**config.mk**
```make
export PLATFORM = sky130hd
export DESIGN_NAME = encoder_divider_multiturn
export DESIGN_NICKNAME = d
export VERILOG_FILES = /design/src/hw/encdiv_pkg.sv /design/src/hw/quad_if.sv /design/src/hw/quad_former.sv /design/src/hw/encoder_divider_multiturn.sv
export SDC_FILE = /design/constraint.sdc
export NUM_CORES = 1
export LEC_CHECK = 0
export CORE_UTILIZATION = 40
export DETAILED_ROUTE_END_ITERATION = 8
export DONT_BUFFER_PORTS = 1
export GPL_ROUTABILITY_DRIVEN = 0
export PLACE_DENSITY = 0.62
export SLEW_MARGIN = 20
export SYNTH_ARGS = -nofsm -noshare
export SYNTH_HDL_FRONTEND = slang
export SYNTH_SLANG_ARGS = --single-unit
```
**constraint.sdc**
```tcl
create_clock -name sys_clk -period 4.55 [get_ports sys_clk]
set_input_delay 0 -clock sys_clk [delete_from_list [all_inputs] [get_ports sys_clk]]
set_output_delay 0 -clock sys_clk [all_outputs]
set_load 0.02 [all_outputs]
```
**src/hw/encdiv_pkg.sv**
```systemverilog
// Shared constants and types for the encoder divider and multiturn block.
// Assumes one 200 MHz drive clock; configuration is latched at power-up.
package encdiv_pkg;
	localparam int          DIV_W         = 15;
	localparam int          PHASE_W       = 16;
	localparam logic [14:0] DIV_MIN       = 15'h0010;
	localparam logic [14:0] DIV_MAX_13    = 15'h0800;
	localparam logic [14:0] DIV_CLAMP_13  = 15'h0801;
	localparam logic [14:0] DIV_MAX_16    = 15'h4000;
	localparam logic [15:0] PPR_13        = 16'h0800;
	localparam logic [15:0] PPR_16        = 16'h4000;
	localparam logic [15:0] LIMIT_DEFAULT = 16'hFFFF;
	localparam logic [15:0] LIMIT_MAX_USR = 16'hFFFE;
	localparam logic [15:0] MT_SIGNED_MAX = 16'h7FFF;
	localparam logic [15:0] MT_SIGNED_MIN = 16'h8000;
	localparam logic [15:0] MT_ZERO       = 16'h0000;
	localparam logic [14:0] DIV_RESET     = 15'h4000;
	localparam logic        USAGE_ABS     = 1'b0;
	localparam logic        USAGE_INC     = 1'b1;
	// Alarm code bits are active low: 0 means ON
	localparam logic [2:0]  ALARM_NONE    = 3'b111;
	localparam logic [2:0]  ALARM_LIMIT   = 3'b010;

	typedef enum logic [1:0] {
		ST_BOOT  = 2'b00,
		ST_CHECK = 2'b01,
		ST_RUN   = 2'b10
	} boot_state_t;
endpackage : encdiv_pkg

```
**src/hw/quad_if.sv**
```systemverilog
// Carries the quadrature phase step between the core and the pulse former.
// Assumes both ends share sys_clk.
`timescale 1ns/1ps
interface quad_if;
	logic step;
	logic dir_rev;
	logic index;
	modport core (output step, output dir_rev, output index);
	modport former (input step, input dir_rev, input index);
endinterface : quad_if

```
**src/hw/quad_former.sv**
```systemverilog
// Turns divided steps into A/B quadrature and C index, with complements.
// Assumes one step per clock at most; outputs are registered.
`timescale 1ns/1ps
module quad_former
	import encdiv_pkg::*;
(
	// Clock and reset
	input  wire logic sys_clk,
	input  wire logic rst_sync_n,
	// Step stream
	quad_if.former    q,
	// Line pairs
	output logic      quad_out_a,
	output logic      quad_out_a_n,
	output logic      quad_out_b,
	output logic      quad_out_b_n,
	output logic      index_out_c,
	output logic      index_out_c_n
);
	typedef struct packed {
		logic [1:0] gray;
		logic       c;
	} former_t;

	former_t cur, next_cur;

	always_comb begin
		next_cur = cur;
		next_cur.c = q.index;
		if (q.step) begin
			// {A,B} runs 00,10,11,01 forward: A leads, B lags; reverse runs back
			if (!q.dir_rev) begin
				next_cur.gray = {~cur.gray[0], cur.gray[1]};
			end else begin
				next_cur.gray = {cur.gray[0], ~cur.gray[1]};
			end
		end
	end

	always_ff @(posedge sys_clk or negedge rst_sync_n) begin
		if (!rst_sync_n) begin
			cur <= '0;
		end else begin
			cur <= next_cur;
		end
	end

	assign quad_out_a    = cur.gray[1];
	assign quad_out_a_n  = ~cur.gray[1];
	assign quad_out_b    = cur.gray[0];
	assign quad_out_b_n  = ~cur.gray[0];
	assign index_out_c   = cur.c;
	assign index_out_c_n = ~cur.c;
endmodule : quad_former

```
**src/hw/encoder_divider_multiturn.sv**
```systemverilog
// Divided encoder output and absolute multiturn counter of a servo drive.
// Assumes motor encoder counts arrive as one-cycle step pulses on sys_clk.
// How it works
// - Drive A, B and C output phases, each with a complemented pair.
// - Output pulses per revolution come from the latched divider setting.
// - Divider range is 16..2048 for 13-bit, 16..16384 for 16-bit.
// - A and B both run at divided rate, four edges per pulse.
// - A 13-bit encoder clamps output to 2048 when divider exceeds 2048.
// - Divider changes act only after the next power cycle.
// - Usage 0 keeps absolute multiturn count; usage 1 runs incremental.
// - Usage and limit changes act only after power off and on.
// - Default limit 65535 keeps signed count from -32768 to 32767.
// - Default mode wraps +32767 up to -32768 and back down.
// - Other limits keep an unsigned count from 0 up to the limit.
// - User mode wraps 0 down to limit and limit up to 0.
// - Encoder stored limit resets to 65535, matching drive default.
// - Power-up limit mismatch in usage 0 raises alarm, bits 1 and 3 low.
// - Encoder limit rewrite accepted only while disagreement alarm stands.
// - Encoder setup runs only with servo off, refused when on.
`timescale 1ns/1ps
module encoder_divider_multiturn
	import encdiv_pkg::*;
(
	// Clock and reset
	input  wire logic        sys_clk,
	input  wire logic        rst_n,
	// Motor encoder counts
	input  wire logic        enc_step,
	input  wire logic        enc_dir_rev,
	input  wire logic        enc_is_16bit,
	// Configuration, sampled once after reset
	input  wire logic [14:0] pulse_divider_setting,
	input  wire logic        encoder_usage_select,
	input  wire logic [15:0] multiturn_limit_setting,
	// Commands
	input  wire logic        servo_on,
	input  wire logic        encoder_setup_command,
	input  wire logic        encoder_limit_write_command,
	// Encoder output lines
	output logic             quad_out_a,
	output logic             quad_out_a_n,
	output logic             quad_out_b,
	output logic             quad_out_b_n,
	output logic             index_out_c,
	output logic             index_out_c_n,
	// Status
	output logic [15:0]      multiturn_count,
	output logic [15:0]      single_turn_pos,
	output logic             absolute_mode,
	output logic             limit_alarm,
	output logic             alarm_code_bit1,
	output logic             alarm_code_bit2,
	output logic             alarm_code_bit3,
	output logic             setup_done,
	output logic             setup_refused,
	output logic             limit_write_done,
	output logic             limit_write_refused,
	output logic [15:0]      encoder_stored_limit,
	output logic [14:0]      active_divider
);
	typedef struct packed {
		boot_state_t state;
		logic [14:0] div;
		logic [15:0] ppr;
		logic        usage;
		logic [15:0] limit;
		logic [15:0] enc_limit;
		logic [15:0] pos;
		logic [15:0] acc;
		logic [7:0]  owe;
		logic [15:0] mt;
		logic        alarm;
		logic        step;
		logic        dir;
		logic        idx;
		logic        setup_ok;
		logic        setup_no;
		logic        lw_ok;
		logic        lw_no;
	} core_t;

	core_t cur, next_cur;
	logic  rst_meta, rst_sync_n;
	// Signed edge count from one encoder count, and the new remainder
	logic [3:0]  owed;
	logic [15:0] rem;

	// Two-stage release keeps the async reset clean on deassertion
	always_ff @(posedge sys_clk or negedge rst_n) begin
		if (!rst_n) begin
			rst_meta   <= 1'b0;
			rst_sync_n <= 1'b0;
		end else begin
			rst_meta   <= 1'b1;
			rst_sync_n <= rst_meta;
		end
	end

	// Limit the divider to what the encoder allows
	function automatic logic [14:0] clamp_div(input logic [14:0] d, input logic is16);
		logic [14:0] r;
		r = d;
		if (d < DIV_MIN) begin
			r = DIV_MIN;
		end else if (is16 && d > DIV_MAX_16) begin
			r = DIV_MAX_16;
		end else if (!is16 && d >= DIV_CLAMP_13) begin
			r = DIV_MAX_13;
		end
		return r;
	endfunction : clamp_div

	// Next multiturn value for one turn in either direction
	function automatic logic [15:0] turn_step(input logic [15:0] v, input logic rev,
		input logic [15:0] lim);
		logic [15:0] r;
		r = v;
		if (lim == LIMIT_DEFAULT) begin
			// Plain 16-bit wrap gives the signed behaviour directly
			if (!rev) begin
				r = (v == MT_SIGNED_MAX) ? MT_SIGNED_MIN : v + 16'h0001;
			end else begin
				r = (v == MT_SIGNED_MIN) ? MT_SIGNED_MAX : v - 16'h0001;
			end
		end else begin
			if (!rev) begin
				r = (v >= lim) ? MT_ZERO : v + 16'h0001;
			end else begin
				r = (v == MT_ZERO) ? lim : v - 16'h0001;
			end
		end
		return r;
	endfunction : turn_step

	// Scaled divider: each count moves 4*div over ppr quadrature edges, so a
	// full turn gives div pulses on both A and B. Forward carries and reverse
	// borrows, so swinging back and forth never gains or loses edges.
	function automatic logic [19:0] rate_step(input logic [15:0] a, input logic [14:0] d,
		input logic [15:0] p, input logic rev);
		logic [17:0] s;
		logic [3:0]  n;
		n = 4'h0;
		if (!rev) begin
			s = {2'b00, a} + {1'b0, d, 2'b00};
			for (int k = 0; k < 4; k++) begin
				if (s >= {2'b00, p}) begin
					s = s - {2'b00, p};
					n = n + 4'h1;
				end
			end
		end else begin
			s = {2'b00, a} - {1'b0, d, 2'b00};
			for (int k = 0; k < 4; k++) begin
				if (s[17]) begin
					s = s + {2'b00, p};
					n = n - 4'h1;
				end
			end
		end
		return {n, s[15:0]};
	endfunction : rate_step

	always_comb begin
		next_cur          = cur;
		next_cur.step     = 1'b0;
		next_cur.idx      = 1'b0;
		next_cur.setup_ok = 1'b0;
		next_cur.setup_no = 1'b0;
		next_cur.lw_ok    = 1'b0;
		next_cur.lw_no    = 1'b0;
		{owed, rem}       = rate_step(cur.acc, cur.div, cur.ppr, enc_dir_rev);
		case (cur.state)
			ST_BOOT: begin
				// Settings are taken only here, so changes wait for a power cycle
				next_cur.div   = clamp_div(pulse_divider_setting, enc_is_16bit);
				next_cur.ppr   = enc_is_16bit ? PPR_16 : PPR_13;
				next_cur.usage = encoder_usage_select;
				next_cur.limit = multiturn_limit_setting;
				next_cur.state = ST_CHECK;
			end
			ST_CHECK: begin
				next_cur.alarm = (cur.usage == USAGE_ABS) && (cur.limit != cur.enc_limit);
				next_cur.state = ST_RUN;
			end
			ST_RUN: begin
				// One owed edge per clock, so A and B never move in the same cycle
				if (cur.owe != 8'h00) begin
					next_cur.step = 1'b1;
					next_cur.dir  = cur.owe[7];
					next_cur.owe  = cur.owe[7] ? cur.owe + 8'h01 : cur.owe - 8'h01;
				end
				if (enc_step) begin
					// Up to four edges per count at the top divider; the backlog
					// absorbs them, but counts faster than one per four clocks overrun it
					next_cur.acc = rem;
					next_cur.owe = next_cur.owe + {{4{owed[3]}}, owed};
					if (!enc_dir_rev) begin
						if (cur.pos == cur.ppr - 16'h0001) begin
							next_cur.pos = MT_ZERO;
							next_cur.idx = 1'b1;
							if (cur.usage == USAGE_ABS) begin
								next_cur.mt = turn_step(cur.mt, 1'b0, cur.limit);
							end
						end else begin
							next_cur.pos = cur.pos + 16'h0001;
						end
					end else begin
						if (cur.pos == MT_ZERO) begin
							next_cur.pos = cur.ppr - 16'h0001;
							next_cur.idx = 1'b1;
							if (cur.usage == USAGE_ABS) begin
								next_cur.mt = turn_step(cur.mt, 1'b1, cur.limit);
							end
						end else begin
							next_cur.pos = cur.pos - 16'h0001;
						end
					end
				end
				if (encoder_setup_command) begin
					if (servo_on) begin
						next_cur.setup_no = 1'b1;
					end else begin
						next_cur.setup_ok = 1'b1;
						next_cur.mt       = MT_ZERO;
						next_cur.pos      = MT_ZERO;
						next_cur.acc      = MT_ZERO;
					end
				end
				if (encoder_limit_write_command) begin
					if (cur.alarm) begin
						// Alarm stays until the next power cycle re-checks
						next_cur.enc_limit = cur.limit;
						next_cur.lw_ok     = 1'b1;
					end else begin
						next_cur.lw_no = 1'b1;
					end
				end
			end
			default: begin
				next_cur.state = ST_BOOT;
			end
		endcase
	end

	// Stored encoder limit survives soft reset only through the reset value
	always_ff @(posedge sys_clk or negedge rst_sync_n) begin
		if (!rst_sync_n) begin
			cur           <= '0;
			cur.state     <= ST_BOOT;
			cur.div       <= DIV_RESET;
			cur.ppr       <= PPR_16;
			cur.usage     <= USAGE_ABS;
			cur.limit     <= LIMIT_DEFAULT;
			cur.enc_limit <= LIMIT_DEFAULT;
		end else begin
			cur <= next_cur;
		end
	end

	quad_if q ();
	assign q.step    = cur.step;
	assign q.dir_rev = cur.dir;
	assign q.index   = cur.idx;

	quad_former u_former (
		.sys_clk       (sys_clk),
		.rst_sync_n    (rst_sync_n),
		.q             (q),
		.quad_out_a    (quad_out_a),
		.quad_out_a_n  (quad_out_a_n),
		.quad_out_b    (quad_out_b),
		.quad_out_b_n  (quad_out_b_n),
		.index_out_c   (index_out_c),
		.index_out_c_n (index_out_c_n)
	);

	assign multiturn_count      = cur.mt;
	assign single_turn_pos      = cur.pos;
	assign absolute_mode        = (cur.usage == USAGE_ABS);
	assign limit_alarm          = cur.alarm;
	assign alarm_code_bit1      = cur.alarm ? ALARM_LIMIT[0] : ALARM_NONE[0];
	assign alarm_code_bit2      = cur.alarm ? ALARM_LIMIT[1] : ALARM_NONE[1];
	assign alarm_code_bit3      = cur.alarm ? ALARM_LIMIT[2] : ALARM_NONE[2];
	assign setup_done           = cur.setup_ok;
	assign setup_refused        = cur.setup_no;
	assign limit_write_done     = cur.lw_ok;
	assign limit_write_refused  = cur.lw_no;
	assign encoder_stored_limit = cur.enc_limit;
	assign active_divider       = cur.div;
endmodule : encoder_divider_multiturn

```
==> parameters.txt, run 1 <==
Parameter                              Value

Status
  Status ... complete, but fails checks
  Violated checks ... hold timing, setup timing

Logic synthesis
  Number of distinct library cells after synthesis ... slightly above 100
  Avg Synthesized Cell Area ... between 7 and 8 um^2
  Async SR Flop Fraction ... 1.00
  Top FF cell, synth ... sky130_fd_sc_hd__dfrtp_1
  Number of warnings reported in the yosys synthesis log ... 0
  Post-synthesis cell count ... 1,539
  Flop and latch count out of synthesis ... 119
  Post-Syn Area ... 12,000 um^2
  Number of enable-type register cells in the synthesized netlist ... 0
  Fraction of the yosys area taken by sequential cells ... 0.252

GRT
  Maximum number of pins on one net before global-route repair ... a little under 60
  Global-route wire length before repair ... ~63,000 um
  Vias in the first global route ... 12.1k
  Number of antenna violations at the first check in global routing ... 0
  Overall fraction of global-route tracks in use ... 0.254
  Global-route congestion overflow total ... 0

Setup path
  Data arrival, critical path ... approximately 9 ns
  CP startpoint kind ... flip-flop
  Worst Setup End Kind ... flip-flop
  Maximum fanout encountered on the critical timing path ... 5
  Cell occurring most often along the worst timing path ... sky130_fd_sc_hd__buf_4
  Critical path class ... flip-flop to flip-flop
  Launching instance or port of the critical path ... active_divider[0]
  Max incr delay on CP ... 0.53 ns
  Slowest stage cell on the critical path ... sky130_fd_sc_hd__or4_4
  Worst R2R End ... cur[31]
  Req. time, crit path ... 4.93 ns
  Worst reg2reg startpoint ... active_divider[0]
  Register-to-register setup slack ... -4.13 ns
  Worst Setup EP ... cur[31]
  R2R depth ... 46

Timing
  Achievable frequency ... approximately 120 MHz
  Final hold violation count ... 8
  Worst-Margin Slew ... roughly 1.1 ns
  Portion of the clock cycle consumed by the worst path in the final layout ... 1.91
  Unrepaired setup endpoints after global routing ... true
  Endpoints failing setup ... 13
  Minimum hold slack ... -0.228 ns
  Clock Skew ... 0.0125 ns
  Number of slew-limit violations in the final report ... 0
  Crit path setup slack, layout ... -4.13 ns
  Worst slew slack as a fraction of its limit ... 0.280
  Min Clock Period, post-route ... ~8.7 ns

Placement
  Worst setup timing slack at the placement stage ... -4.15 ns
  Number of I/O port buffers ... 0
  Number of placed instances, taps included ... 2,074
  Placed wire-length estimate after detailed placement ... roughly 29,000 um
  Cell area after placement ... between 10,000 and 15,000 um^2

Finish
  Diode insertion count for antenna repair ... 0
  Filler-free cell count of the finished design ... between 2k and 2.5k
  Proportion of layout cells with a drive suffix above 1 ... 0.266
  Area Growth Syn to Fin ... 27.6%
  Final non-filler cell area ... between 15,000 and 20,000 um^2
  Area of the multi-input gates ... ~8100 um^2
  Area taken by flip-flops and latches ... a little over 3000 um^2
  Filler cell count ... ~2.8k
  Final nets ... 1,902

Floorplan
  FP Rows ... 63
  Die height ... about 180 um
  Die Footprint ... 30,700 um^2
  Initial core utilization ... 0.406
  Ports placed on the boundary ... around 120
  Core footprint ... slightly below 30,000 um^2
  Horizontal die dimension ... between 150 and 200 um

Drt
  Wire length reported by the detailed router ... approximately 39,000 um
  First drt pass iteration count ... 5
  Remaining antenna violation count ... 0
  Routed length per instance ... about 18 um
  Via/cell ratio ... ~5.7
  Number of design-rule violations left by the first detailed-router iteration ... ~960
  Total via count in the routed design ... 12.5k
  Remaining routing DRC violations ... 0

Power and ir drop
  Clock network power share ... 0.080
  Cell internal power dissipation ... between 8 and 9 mW
  Combinational group share of total power ... 0.815
  Total design power ... roughly 15 mW
  Worst IR drop on VDD ... just under 800 uV
  Leakage Power ... approximately 6.8 nW
  Switching component of the power ... ~6.9 mW
  Sw frac ... 0.446
  Sequential Power Share ... 0.104
  Power per cell area ... around 1000 nW/um^2

Clock tree
  # clock sinks ... ~120
  Clock transition at the register clock pins on the worst setup and hold paths after CTS ... 0.07 ns
  Buffers from clock root to sink, at most ... 2
  Number of buffers created by CTS ... 17
  # hold bufs at CTS ... 46
  Insertion delay of the later-clocked pin in the worst-skew pair ... between 0.4 and 0.5 ns
  Clk Tree Root Cell ... sky130_fd_sc_hd__clkbuf_16
  H-tree Lvls ... 4
  CTS tree ... yes

Worst hold path
  Tightest Hold Check Type ... primary input to flip-flop

Job
  Number of max-cap violations ... 0
state kept, by name, summed over array words and instances (netlist names), 15 cells and up:
register	cells
cur	43
active_divider	15
multiturn_count	16
single_turn_pos	16
encoder_stored_limit	16
critical path, delay by kind of cell, from the launching register on:
kind,cells,cell delay (ns)
buffers and inverters,7,0.62
adder cells (fa/ha/maj),6,1.48
AO/OA/AOI/OAI,17,2.42
multiplexers,1,0.29
XOR/XNOR,3,0.51
AND/OR/NAND/NOR,12,2.96
flip-flops,1,0.35
stage by stage:
stage / utilization / setup TNS (ns)
5_1_grt: 0.518 / -45.54
3_5_place_dp: 0.470 / -40.18
4_1_cts: 0.512 / -37.20
3_3_place_gp: 0.470 / -37.65
2_1_floorplan: - / -36.95
6_report: 0.518 / -40.24
layout make-up:
class | instances | share of cell area
Clock buffer | 17 | 0.0278
Clock inverter | 15 | 0.00710
Inverter | 95 | 0.0234
Multi-Input combinational cell | 1186 | 0.531
Sequential cell | 119 | 0.197
Tap cell | 390 | 0.0318
Timing Repair Buffer | 352 | 0.181
layer usage:
| metal | routed length [um] | part of all wire | global-route usage | vias to the layer above |
|---|---|---|---|---|
| met5 | 0 | 0 | 0 | - |
| met4 | 1090 | 0.028 | 0.0957 | 0 |
| met3 | 2050 | 0.052 | 0.0461 | 80 |
| met2 | 19200 | 0.49 | 0.442 | 374 |
| met1 | 16900 | 0.43 | 0.311 | 6004 |
| li1 | - | - | - | 6009 |
worst min path at each step:
stage                        start  endpoint  depth (start not counted)
final                     enc_step   cur[24]                          2
after global routing      enc_step   cur[24]                          2
after CTS                 enc_step   cur[24]                          2
after detailed placement     rst_n  rst_meta                          0
after global placement       rst_n  rst_meta                          0
after floorplan              rst_n  rst_meta                          0
power groups by stage:
stage,Sequential (mW),Combinational [mW],Clock (mW)
global route,1.64,13.8,1.30
floorplan,1.48,6.95,0
CTS,1.61,11.9,1.26
finish,1.61,12.6,1.23
detailed placement,1.62,11.1,0
global placement,1.62,10.9,0
what timing repair did:
item                                    CTS  global route
resized for setup                        36            21
hold endpoints to repair                 85             8
setup buffers                            14             8
endpoints found under the setup margin   13            13
pin swaps                                19            23
cell usage in the layout (no fill, tap or decap), types with 10 or more instances in the layout:
cell	count
sky130_fd_sc_hd__nor2_1	109
sky130_fd_sc_hd__a211oi_1	17
sky130_fd_sc_hd__dlygate4sd3_1	45
sky130_fd_sc_hd__dfstp_2	34
sky130_fd_sc_hd__nor3_1	42
sky130_fd_sc_hd__o22ai_1	17
sky130_fd_sc_hd__nor2b_1	14
sky130_fd_sc_hd__a311oi_1	12
sky130_fd_sc_hd__xnor2_1	46
sky130_fd_sc_hd__o21ai_0	141
sky130_fd_sc_hd__xor2_1	19
sky130_fd_sc_hd__a21o_1	22
sky130_fd_sc_hd__and3_1	29
sky130_fd_sc_hd__nor4_1	15
sky130_fd_sc_hd__or3_1	15
sky130_fd_sc_hd__mux2i_1	18
sky130_fd_sc_hd__buf_4	304
sky130_fd_sc_hd__ha_1	80
sky130_fd_sc_hd__nand2_1	144
sky130_fd_sc_hd__clkbuf_16	17
sky130_fd_sc_hd__nand3_1	29
sky130_fd_sc_hd__a21oi_1	126
sky130_fd_sc_hd__nand4_1	25
sky130_fd_sc_hd__inv_1	87
sky130_fd_sc_hd__dfrtp_1	84
sky130_fd_sc_hd__mux2_2	10
sky130_fd_sc_hd__o21ai_1	13
sky130_fd_sc_hd__nand2b_1	11
cell families after synthesis:
family	Yosys count	synth area share
simple gates	498	0.208
mux	31	0.0274
buf+inv	235	0.0972
flops	119	0.252
xor+xnor	69	0.0515
compound gates	495	0.267
fa+ha+maj	91	0.0973
other cells	1	0.000312
Yosys cell counts, types with 6 or more instances:
cell,instances,share of area
sky130_fd_sc_hd__nor2_1,110,0.034
sky130_fd_sc_hd__nand3_1,30,0.013
sky130_fd_sc_hd__nor2b_1,14,0.0073
sky130_fd_sc_hd__a21oi_1,131,0.055
sky130_fd_sc_hd__xnor2_1,49,0.036
sky130_fd_sc_hd__o31ai_1,11,0.0069
sky130_fd_sc_hd__ha_1,87,0.091
sky130_fd_sc_hd__nand2b_1,11,0.0057
sky130_fd_sc_hd__and3_1,29,0.015
sky130_fd_sc_hd__a211oi_1,19,0.012
sky130_fd_sc_hd__nand4_1,25,0.013
sky130_fd_sc_hd__nand2_1,145,0.045
sky130_fd_sc_hd__a31oi_1,9,0.0047
sky130_fd_sc_hd__a21o_1,22,0.014
sky130_fd_sc_hd__o21bai_1,9,0.0056
sky130_fd_sc_hd__dfstp_2,34,0.074
sky130_fd_sc_hd__nor3_1,47,0.020
sky130_fd_sc_hd__clkbuf_1,58,0.018
sky130_fd_sc_hd__o21ai_1,7,0.0029
sky130_fd_sc_hd__o21a_1,9,0.0056
sky130_fd_sc_hd__a311oi_1,13,0.0095
sky130_fd_sc_hd__a22o_1,6,0.0044
sky130_fd_sc_hd__a211o_1,7,0.0051
sky130_fd_sc_hd__mux2i_1,19,0.016
sky130_fd_sc_hd__and2_1,9,0.0047
sky130_fd_sc_hd__o22ai_1,17,0.0089
sky130_fd_sc_hd__o211ai_1,7,0.0044
sky130_fd_sc_hd__xor2_1,19,0.014
sky130_fd_sc_hd__mux2_2,11,0.010
sky130_fd_sc_hd__dfrtp_1,85,0.18
sky130_fd_sc_hd__or3_1,15,0.0078
sky130_fd_sc_hd__nor4_1,16,0.0083
sky130_fd_sc_hd__o21ai_0,148,0.062
sky130_fd_sc_hd__or2_2,7,0.0036
sky130_fd_sc_hd__inv_1,93,0.029
sky130_fd_sc_hd__buf_4,68,0.043
sky130_fd_sc_hd__o31a_1,6,0.0044
sky130_fd_sc_hd__buf_2,6,0.0025
No activity file was read; power rests on OpenSTA's default activity.
==> run 2, diff against run 1 <==
clock period = 9.1 ns   (was 4.55 ns; I/O delays follow)
==> run 2 against run 1 <==
The flow now finishes without violations. Final area down 11%. Final cell count down 11%. Critical path depth down 1. Sequential share of layout area up 2.5 points. Fmax down 2.1%. Utilization down 5.9 points. Register-to-register slack better by 4.4 ns. Critical endpoint unchanged. Largest power group unchanged.
==> parameters.txt, run 2 (synthesis results as in run 1) <==
Parameter                              Value

Job
  Number of max-cap violations ... 0 (unchanged)

Drt
  WL met2 ... 17,400 um (was 19,200 um)
  Total via count in the routed design ... 11.5k (was 12.5k)
  Via/cell ratio ... 5.94 (was 5.73)
  Remaining antenna violation count ... 0 (unchanged)
  Top layer used by detailed routing ... met4 (unchanged)
  First drt pass iteration count ... 5 (unchanged)
  Wire length reported by the detailed router ... 36,500 um (was 39,200 um)
  Routed met1 length ... 15,900 um (was 16,900 um)
  Remaining routing DRC violations ... 0 (unchanged)
  Routed length per instance ... 18.8 um (was 18.0 um)
  Routed wire length on met3 ... 2020 um (was 2050 um)
  Number of design-rule violations left by the first detailed-router iteration ... 912 (was 963)

Finish
  Highest-count cells in the layout ignoring fill and taps ... sky130_fd_sc_hd__o21ai_0, sky130_fd_sc_hd__nand2_1, sky130_fd_sc_hd__a21oi_1 (was sky130_fd_sc_hd__buf_4, sky130_fd_sc_hd__nand2_1, sky130_fd_sc_hd__o21ai_0)
  Final nets ... 1,670 (was 1,902)
  Most frequent standard cell in the layout excluding fill and tap cells ... sky130_fd_sc_hd__o21ai_0 (was sky130_fd_sc_hd__buf_4)
  Final non-filler cell area ... 13,600 um^2 (was 15,300 um^2)
  Final core area utilization ... 0.460 (was 0.518)
  Proportion of layout cells with a drive suffix above 1 ... 0.151 (was 0.266)
  Area Growth Syn to Fin ... 13.2% (was 27.6%)
  Number of flip-flops in the largest register ... 43 (unchanged)
  Diode insertion count for antenna repair ... 0 (unchanged)
  Most flops, register ... cur (unchanged)

Placement
  Number of I/O port buffers ... 0 (unchanged)
  Placed wire-length estimate after detailed placement ... 26,600 um (was 29,100 um)
  Cell area after placement ... 12,200 um^2 (was 13,900 um^2)

Floorplan
  Horizontal die dimension ... 175 um (unchanged)
  Core footprint ... 29,600 um^2 (unchanged)
  Ports placed on the boundary ... 118 (unchanged)
  Die height ... 175 um (unchanged)
  Initial core utilization ... 0.406 (unchanged)
  Die Footprint ... 30,700 um^2 (unchanged)
  FP Rows ... 63 (unchanged)

GRT
  Global-route wire length before repair ... 58,900 um (was 62,700 um)
  Number of antenna violations at the first check in global routing ... 0 (unchanged)
  Vias in the first global route ... 11.2k (was 12.1k)
  Overall fraction of global-route tracks in use ... 0.239 (was 0.254)
  Global-route congestion overflow total ... 0 (unchanged)
  Maximum number of pins on one net before global-route repair ... 66 (was 58)

Timing
  Minimum hold slack ... 0.0117 ns (was -0.228 ns)
  Worst slew slack as a fraction of its limit ... 0.240 (was 0.280)
  Min Clock Period, post-route ... 8.87 ns (was 8.68 ns)
  Achievable frequency ... 113 MHz (was 115 MHz)
  Endpoints failing setup ... 0 (was 13)
  Worst-Margin Slew ... 1.13 ns (was 1.07 ns)
  Portion of the clock cycle consumed by the worst path in the final layout ... 0.975 (was 1.91)
  Number of slew-limit violations in the final report ... 0 (unchanged)
  Unrepaired setup endpoints after global routing ... true (unchanged)
  Final hold violation count ... 0 (was 8)
  Clock Skew ... 0.00941 ns (was 0.0125 ns)

Setup path
  Max incr delay on CP ... 0.58 ns (was 0.53 ns)
  CP startpoint kind ... flip-flop (unchanged)
  Maximum fanout encountered on the critical timing path ... 4 (was 5)
  Critical path class ... flip-flop to flip-flop (unchanged)
  Worst Setup End Kind ... flip-flop (unchanged)
  Slowest stage cell on the critical path ... sky130_fd_sc_hd__or4_4 (unchanged)
  Buffering stage count on the worst path with inverters included ... 5 (was 7)
  Data arrival, critical path ... 9.24 ns (was 9.07 ns)
  Req. time, crit path ... 9.47 ns (was 4.93 ns)
  Top delay family on crit path ... compound AO/OA/AOI/OAI gates (was simple AND/OR/NAND/NOR gates)

Clock tree
  # clock sinks ... 119 (unchanged)
  Buffers from clock root to sink, at most ... 2 (unchanged)
  Clock transition at the register clock pins on the worst setup and hold paths after CTS ... 0.06 ns (was 0.07 ns)
  H-tree Lvls ... 4 (unchanged)
  CTS tree ... yes (unchanged)
  Insertion delay of the later-clocked pin in the worst-skew pair ... 0.43 ns (was 0.44 ns)
  Number of buffers created by CTS ... 17 (unchanged)
  Clk Tree Root Cell ... sky130_fd_sc_hd__clkbuf_16 (unchanged)

Power and ir drop
  Power per cell area ... 459 nW/um^2 (was 1000 nW/um^2)
  Leakage Power ... 5.74 nW (was 6.84 nW)
  Total design power ... 6.23 mW (was 15.4 mW)
  Worst IR drop on VDD ... 271 uV (was 776 uV)

Status
  Status ... complete, no violations (was complete, but fails checks)

Worst hold path
  Tightest Hold Check Type ... primary input to flip-flop (unchanged)
run 2: cell count changes in the layout (fill, tap and decap cells not counted), moves of 3 or more:
| cell | previous run | this run |
|---|---|---|
| sky130_fd_sc_hd__o21ai_1 | 13 | 7 |
| sky130_fd_sc_hd__o21ai_0 | 141 | 147 |
| sky130_fd_sc_hd__bufinv_16 | 0 | 4 |
| sky130_fd_sc_hd__dlygate4sd3_1 | 45 | 42 |
| sky130_fd_sc_hd__buf_4 | 304 | 75 |
| sky130_fd_sc_hd__clkinv_2 | 6 | 1 |
run 2: where the power goes:
part           total (mW)  switching (mW)  internal (mW)
combinational        4.67            2.57           2.11
clock               0.726           0.267          0.459
sequential          0.836           0.192          0.643
total                6.23            3.02           3.21
run 2: final timing paths:
path                                         from                  to  slack (ns)  cells past startpoint
worst max-delay path            active_divider[0]             cur[31]        0.23                     45
worst min-delay path                     servo_on  multiturn_count[1]        0.01                      3
worst max register to register  active_divider[0]             cur[31]        0.23                     45
worst min register to register           rst_meta          rst_sync_n        0.36                      0
max in group asynchronous              rst_sync_n   active_divider[8]        7.40                      1
min in group asynchronous                   rst_n          rst_sync_n        0.34                      2
run 2: repair_timing:
| action | CTS | global route |
|---|---|---|
| pin swaps | 2 | 35 |
| gates cloned | 0 | 0 |
| endpoints found under the hold margin | 85 | 0 |
| hold buffers | 43 | 0 |
| setup buffers | 1 | 13 |
| gates resized for setup | 4 | 46 |
| setup endpoints to repair | 1 | 3 |
run 2: stage by stage:
step / cells / setup WS [ns] / setup TNS [ns]
floorplan: 1540 / 0.0253 / 0
global placement: 1853 / 0.0598 / 0
detailed placement: 1853 / -0.184 / -0.184
CTS: 1929 / 0.0485 / 0
global route: 1942 / -0.151 / -0.170
finish: 1942 / 0.230 / 0
run 2: final cells by class:
| class | count | area [um^2] |
|---|---|---|
| multi-input cells | 1186 | 8060 |
| fillers | 2843 | 16000 |
| flip-flops and latches | 119 | 3020 |
| clock buffers | 17 | 425 |
| clock inverters | 15 | 204 |
| repair buffers | 120 | 1030 |
| well taps | 390 | 488 |
| inverters | 95 | 357 |
run 2: metal layers:
metal,vias to the layer above,GRT usage
met5,-,0
met4,0,0.106
met3,83,0.0468
met2,365,0.397
met1,5557,0.299
li1,5527,-
run 2: worst reg2reg max path, delay by kind of cell, from the launching register on:
| family | cells | cell delay, ns |
|---|---|---|
| AOI/OAI and AO/OA | 19 | 3.00 |
| xor gates and xnor gates | 2 | 0.28 |
| adders and majority gates | 7 | 1.68 |
| buffers and inverters | 5 | 0.41 |
| DFF | 1 | 0.36 |
| muxes | 1 | 0.32 |
| and+or+nand+nor | 11 | 2.79 |
==> run 3, diff against run 2 <==
clock period = 11.1 ns   (was 9.1 ns; I/O delays follow)
==> run 3 against run 2 <==
Combinational power down 27%. Critical endpoint unchanged. Clock skew increased by 0.0028 ns. Setup slack improved by 0.46 ns. Global-route usage down 0.40 points. Final area down 5.3%. Power is 26% lower. Sequential share of layout area is 1.3 points higher. Worst hold slack gained 0.020 ns. Register-to-register slack gained 0.46 ns. Routed wire length is 0.76% lower. Non-clock buffer count decreased by 58. Via count fell by 0.87%.
==> parameters.txt, run 3 (synthesis results as in run 1) <==
Parameter                              Value

Status
  Status ... complete, no violations (unchanged)

Floorplan
  FP Rows ... 63 (unchanged)
  Horizontal die dimension ... 175 um (unchanged)
  Ports placed on the boundary ... 118 (unchanged)
  Core footprint ... 29,600 um^2 (unchanged)
  Die height ... 175 um (unchanged)
  Initial core utilization ... 0.406 (unchanged)
  Die Footprint ... 30,700 um^2 (unchanged)

Drt
  Total via count in the routed design ... 11.4k (was 11.5k)
  First drt pass iteration count ... 7 (was 5)
  Remaining antenna violation count ... 0 (unchanged)
  Wire length reported by the detailed router ... 36,200 um (was 36,500 um)
  Via/cell ratio ... 6.06 (was 5.94)
  Remaining routing DRC violations ... 0 (unchanged)
  Number of design-rule violations left by the first detailed-router iteration ... 1,018 (was 912)
  Routed length per instance ... 19.2 um (was 18.8 um)

GRT
  Vias in the first global route ... 10.6k (was 11.2k)
  Global-route wire length before repair ... 57,500 um (was 58,900 um)
  Maximum number of pins on one net before global-route repair ... 66 (unchanged)
  Global-route congestion overflow total ... 0 (unchanged)
  Overall fraction of global-route tracks in use ... 0.235 (was 0.239)
  Number of antenna violations at the first check in global routing ... 1 (was 0)

Timing
  Clock Skew ... 0.0123 ns (was 0.00941 ns)
  Min Clock Period, post-route ... 10.41 ns (was 8.87 ns)
  Portion of the clock cycle consumed by the worst path in the final layout ... 0.937 (was 0.975)
  Worst-Margin Slew ... 1.01 ns (was 1.13 ns)
  Endpoints failing setup ... 0 (unchanged)
  Number of slew-limit violations in the final report ... 0 (unchanged)
  Minimum hold slack ... 0.0322 ns (was 0.0117 ns)
  Final hold violation count ... 0 (unchanged)
  Final-layout setup total negative slack ... 0 ns (unchanged)
  Achievable frequency ... 96.1 MHz (was 113 MHz)
  Crit path setup slack, layout ... 0.695 ns (was 0.230 ns)
  Worst slew slack as a fraction of its limit ... 0.323 (was 0.240)

Finish
  Proportion of layout cells with a drive suffix above 1 ... 0.0944 (was 0.151)
  Area of the multi-input gates ... 7870 um^2 (was 8060 um^2)
  Highest-count cells in the layout ignoring fill and taps ... sky130_fd_sc_hd__o21ai_0, sky130_fd_sc_hd__nand2_1, sky130_fd_sc_hd__a21oi_1 (unchanged)
  Number of flip-flops in the largest register ... 43 (unchanged)
  Most flops, register ... cur (unchanged)
  Area taken by flip-flops and latches ... 3020 um^2 (unchanged)
  Filler cell count ... 2,911 (was 2,843)
  Most frequent standard cell in the layout excluding fill and tap cells ... sky130_fd_sc_hd__o21ai_0 (unchanged)
  Final nets ... 1,612 (was 1,670)
  Area Growth Syn to Fin ... 7.12% (was 13.2%)

Setup path
  Worst R2R End ... cur[31] (unchanged)
  Data arrival, critical path ... 10.77 ns (was 9.24 ns)
  Worst reg2reg startpoint ... active_divider[0] (unchanged)
  Cell occurring most often along the worst timing path ... sky130_fd_sc_hd__ha_1
  R2R depth ... 46 (was 45)
  Req. time, crit path ... 11.46 ns (was 9.47 ns)
  Max incr delay on CP ... 0.56 ns (was 0.58 ns)
  Worst Setup End Kind ... flip-flop (unchanged)
  Register-to-register setup slack ... 0.69 ns (was 0.23 ns)
  Maximum fanout encountered on the critical timing path ... 8 (was 4)
  Slowest stage cell on the critical path ... sky130_fd_sc_hd__or4_4 (unchanged)
  CP startpoint kind ... flip-flop (unchanged)
  Critical path class ... flip-flop to flip-flop (unchanged)

Power and ir drop
  Power per cell area ... 358 nW/um^2 (was 459 nW/um^2)
  Worst IR drop on VDD ... 190 uV (was 271 uV)
  Leakage Power ... 5.39 nW (was 5.74 nW)

Placement
  Number of I/O port buffers ... 0 (unchanged)
  Worst setup timing slack at the placement stage ... 0.626 ns (was -0.184 ns)
  Placed wire-length estimate after detailed placement ... 26,300 um (was 26,600 um)

Clock tree
  Clock transition at the register clock pins on the worst setup and hold paths after CTS ... 0.06 ns (about the same)
  Clk Tree Root Cell ... sky130_fd_sc_hd__clkbuf_16 (unchanged)
  Buffers from clock root to sink, at most ... 2 (unchanged)
  H-tree Lvls ... 4 (unchanged)
  Number of buffers created by CTS ... 17 (unchanged)
  Insertion delay of the later-clocked pin in the worst-skew pair ... 0.43 ns (about the same)
  CTS tree ... yes (unchanged)
  # clock sinks ... 119 (unchanged)

Job
  Number of max-cap violations ... 0 (unchanged)

Worst hold path
  Tightest Hold Check Type ... primary input to flip-flop (unchanged)
  Hold path startpoint ... enc_dir_rev (was servo_on)
  Number of instances on the worst hold path ... 4 (was 3)
  Worst Hold Path EP ... cur[39] (was multiturn_count[1])
==> run 3: routing by layer <==
metal | wire [um] | up-vias | global-route usage
li1 | - | 5432 | -
met5 | 0 | - | 0
met2 | 17100 | 443 | 0.393
met1 | 15200 | 5486 | 0.292
met4 | 1110 | 0 | 0.0928
met3 | 2830 | 71 | 0.0537
==> run 3: metrics by stage <==
| stage | std cells | utilization | area, um^2 | power [mW] |
|---|---|---|---|---|
| after detailed placement | 1804 | 0.400 | 11800 | 3.96 |
| after CTS | 1880 | 0.433 | 12800 | 4.52 |
| after global placement | 1804 | 0.399 | 11800 | 3.90 |
| final | 1885 | 0.435 | 12900 | 4.61 |
| after global routing | 1884 | 0.435 | 12900 | 5.02 |
| after floorplan | 1540 | - | 12000 | 3.41 |
==> run 3: layout make-up <==
class,instances,share of cell area
Timing Repair Buffer,62,0.0455
Inverter,95,0.0277
Clock buffer,19,0.0344
Sequential cell,119,0.235
Antenna cell,1,0.000195
Clock inverter,13,0.00759
Tap cell,390,0.0379
Multi-Input combinational cell,1186,0.611
==> run 3: worst max-delay path, delay by kind of cell (launching register included) <==
kind | cells | cell delay, ns
XOR/XNOR | 2 | 0.31
multiplexers | 2 | 0.48
AND/OR/NAND/NOR | 14 | 3.42
AO/OA/AOI/OAI | 16 | 3.23
adder cells (fa/ha/maj) | 7 | 1.91
flip-flops | 1 | 0.51
buffers and inverters | 5 | 0.49
==> run 3: repair_timing <==
action,CTS,global route
buffers inserted,0,4
hold buffers,44,0
endpoints found under the setup margin,0,1
endpoints found under the hold margin,85,0
gates resized for setup,0,2
==> run 3: where the power goes <==
group / leakage (nW) / switching [mW] / total, mW / internal (mW)
clock: 0.268 / 0.219 / 0.511 / 0.292
sequential: 1.45 / 0.167 / 0.695 / 0.527
combinational: 3.68 / 1.95 / 3.40 / 1.45
total: 5.39 / 2.34 / 4.61 / 2.27
==> run 3: worst max path at each step <==
stage / from / endpoint / slack (ns) / depth (start not counted)
CTS: active_divider[0] / cur[31] / 0.57 / 46
detailed placement: active_divider[0] / cur[31] / 0.63 / 46
floorplan: active_divider[0] / cur[31] / 1.95 / 48
global placement: active_divider[0] / cur[31] / 0.81 / 46
finish: active_divider[0] / cur[31] / 0.69 / 46
global route: active_divider[0] / cur[31] / -0.02 / 46
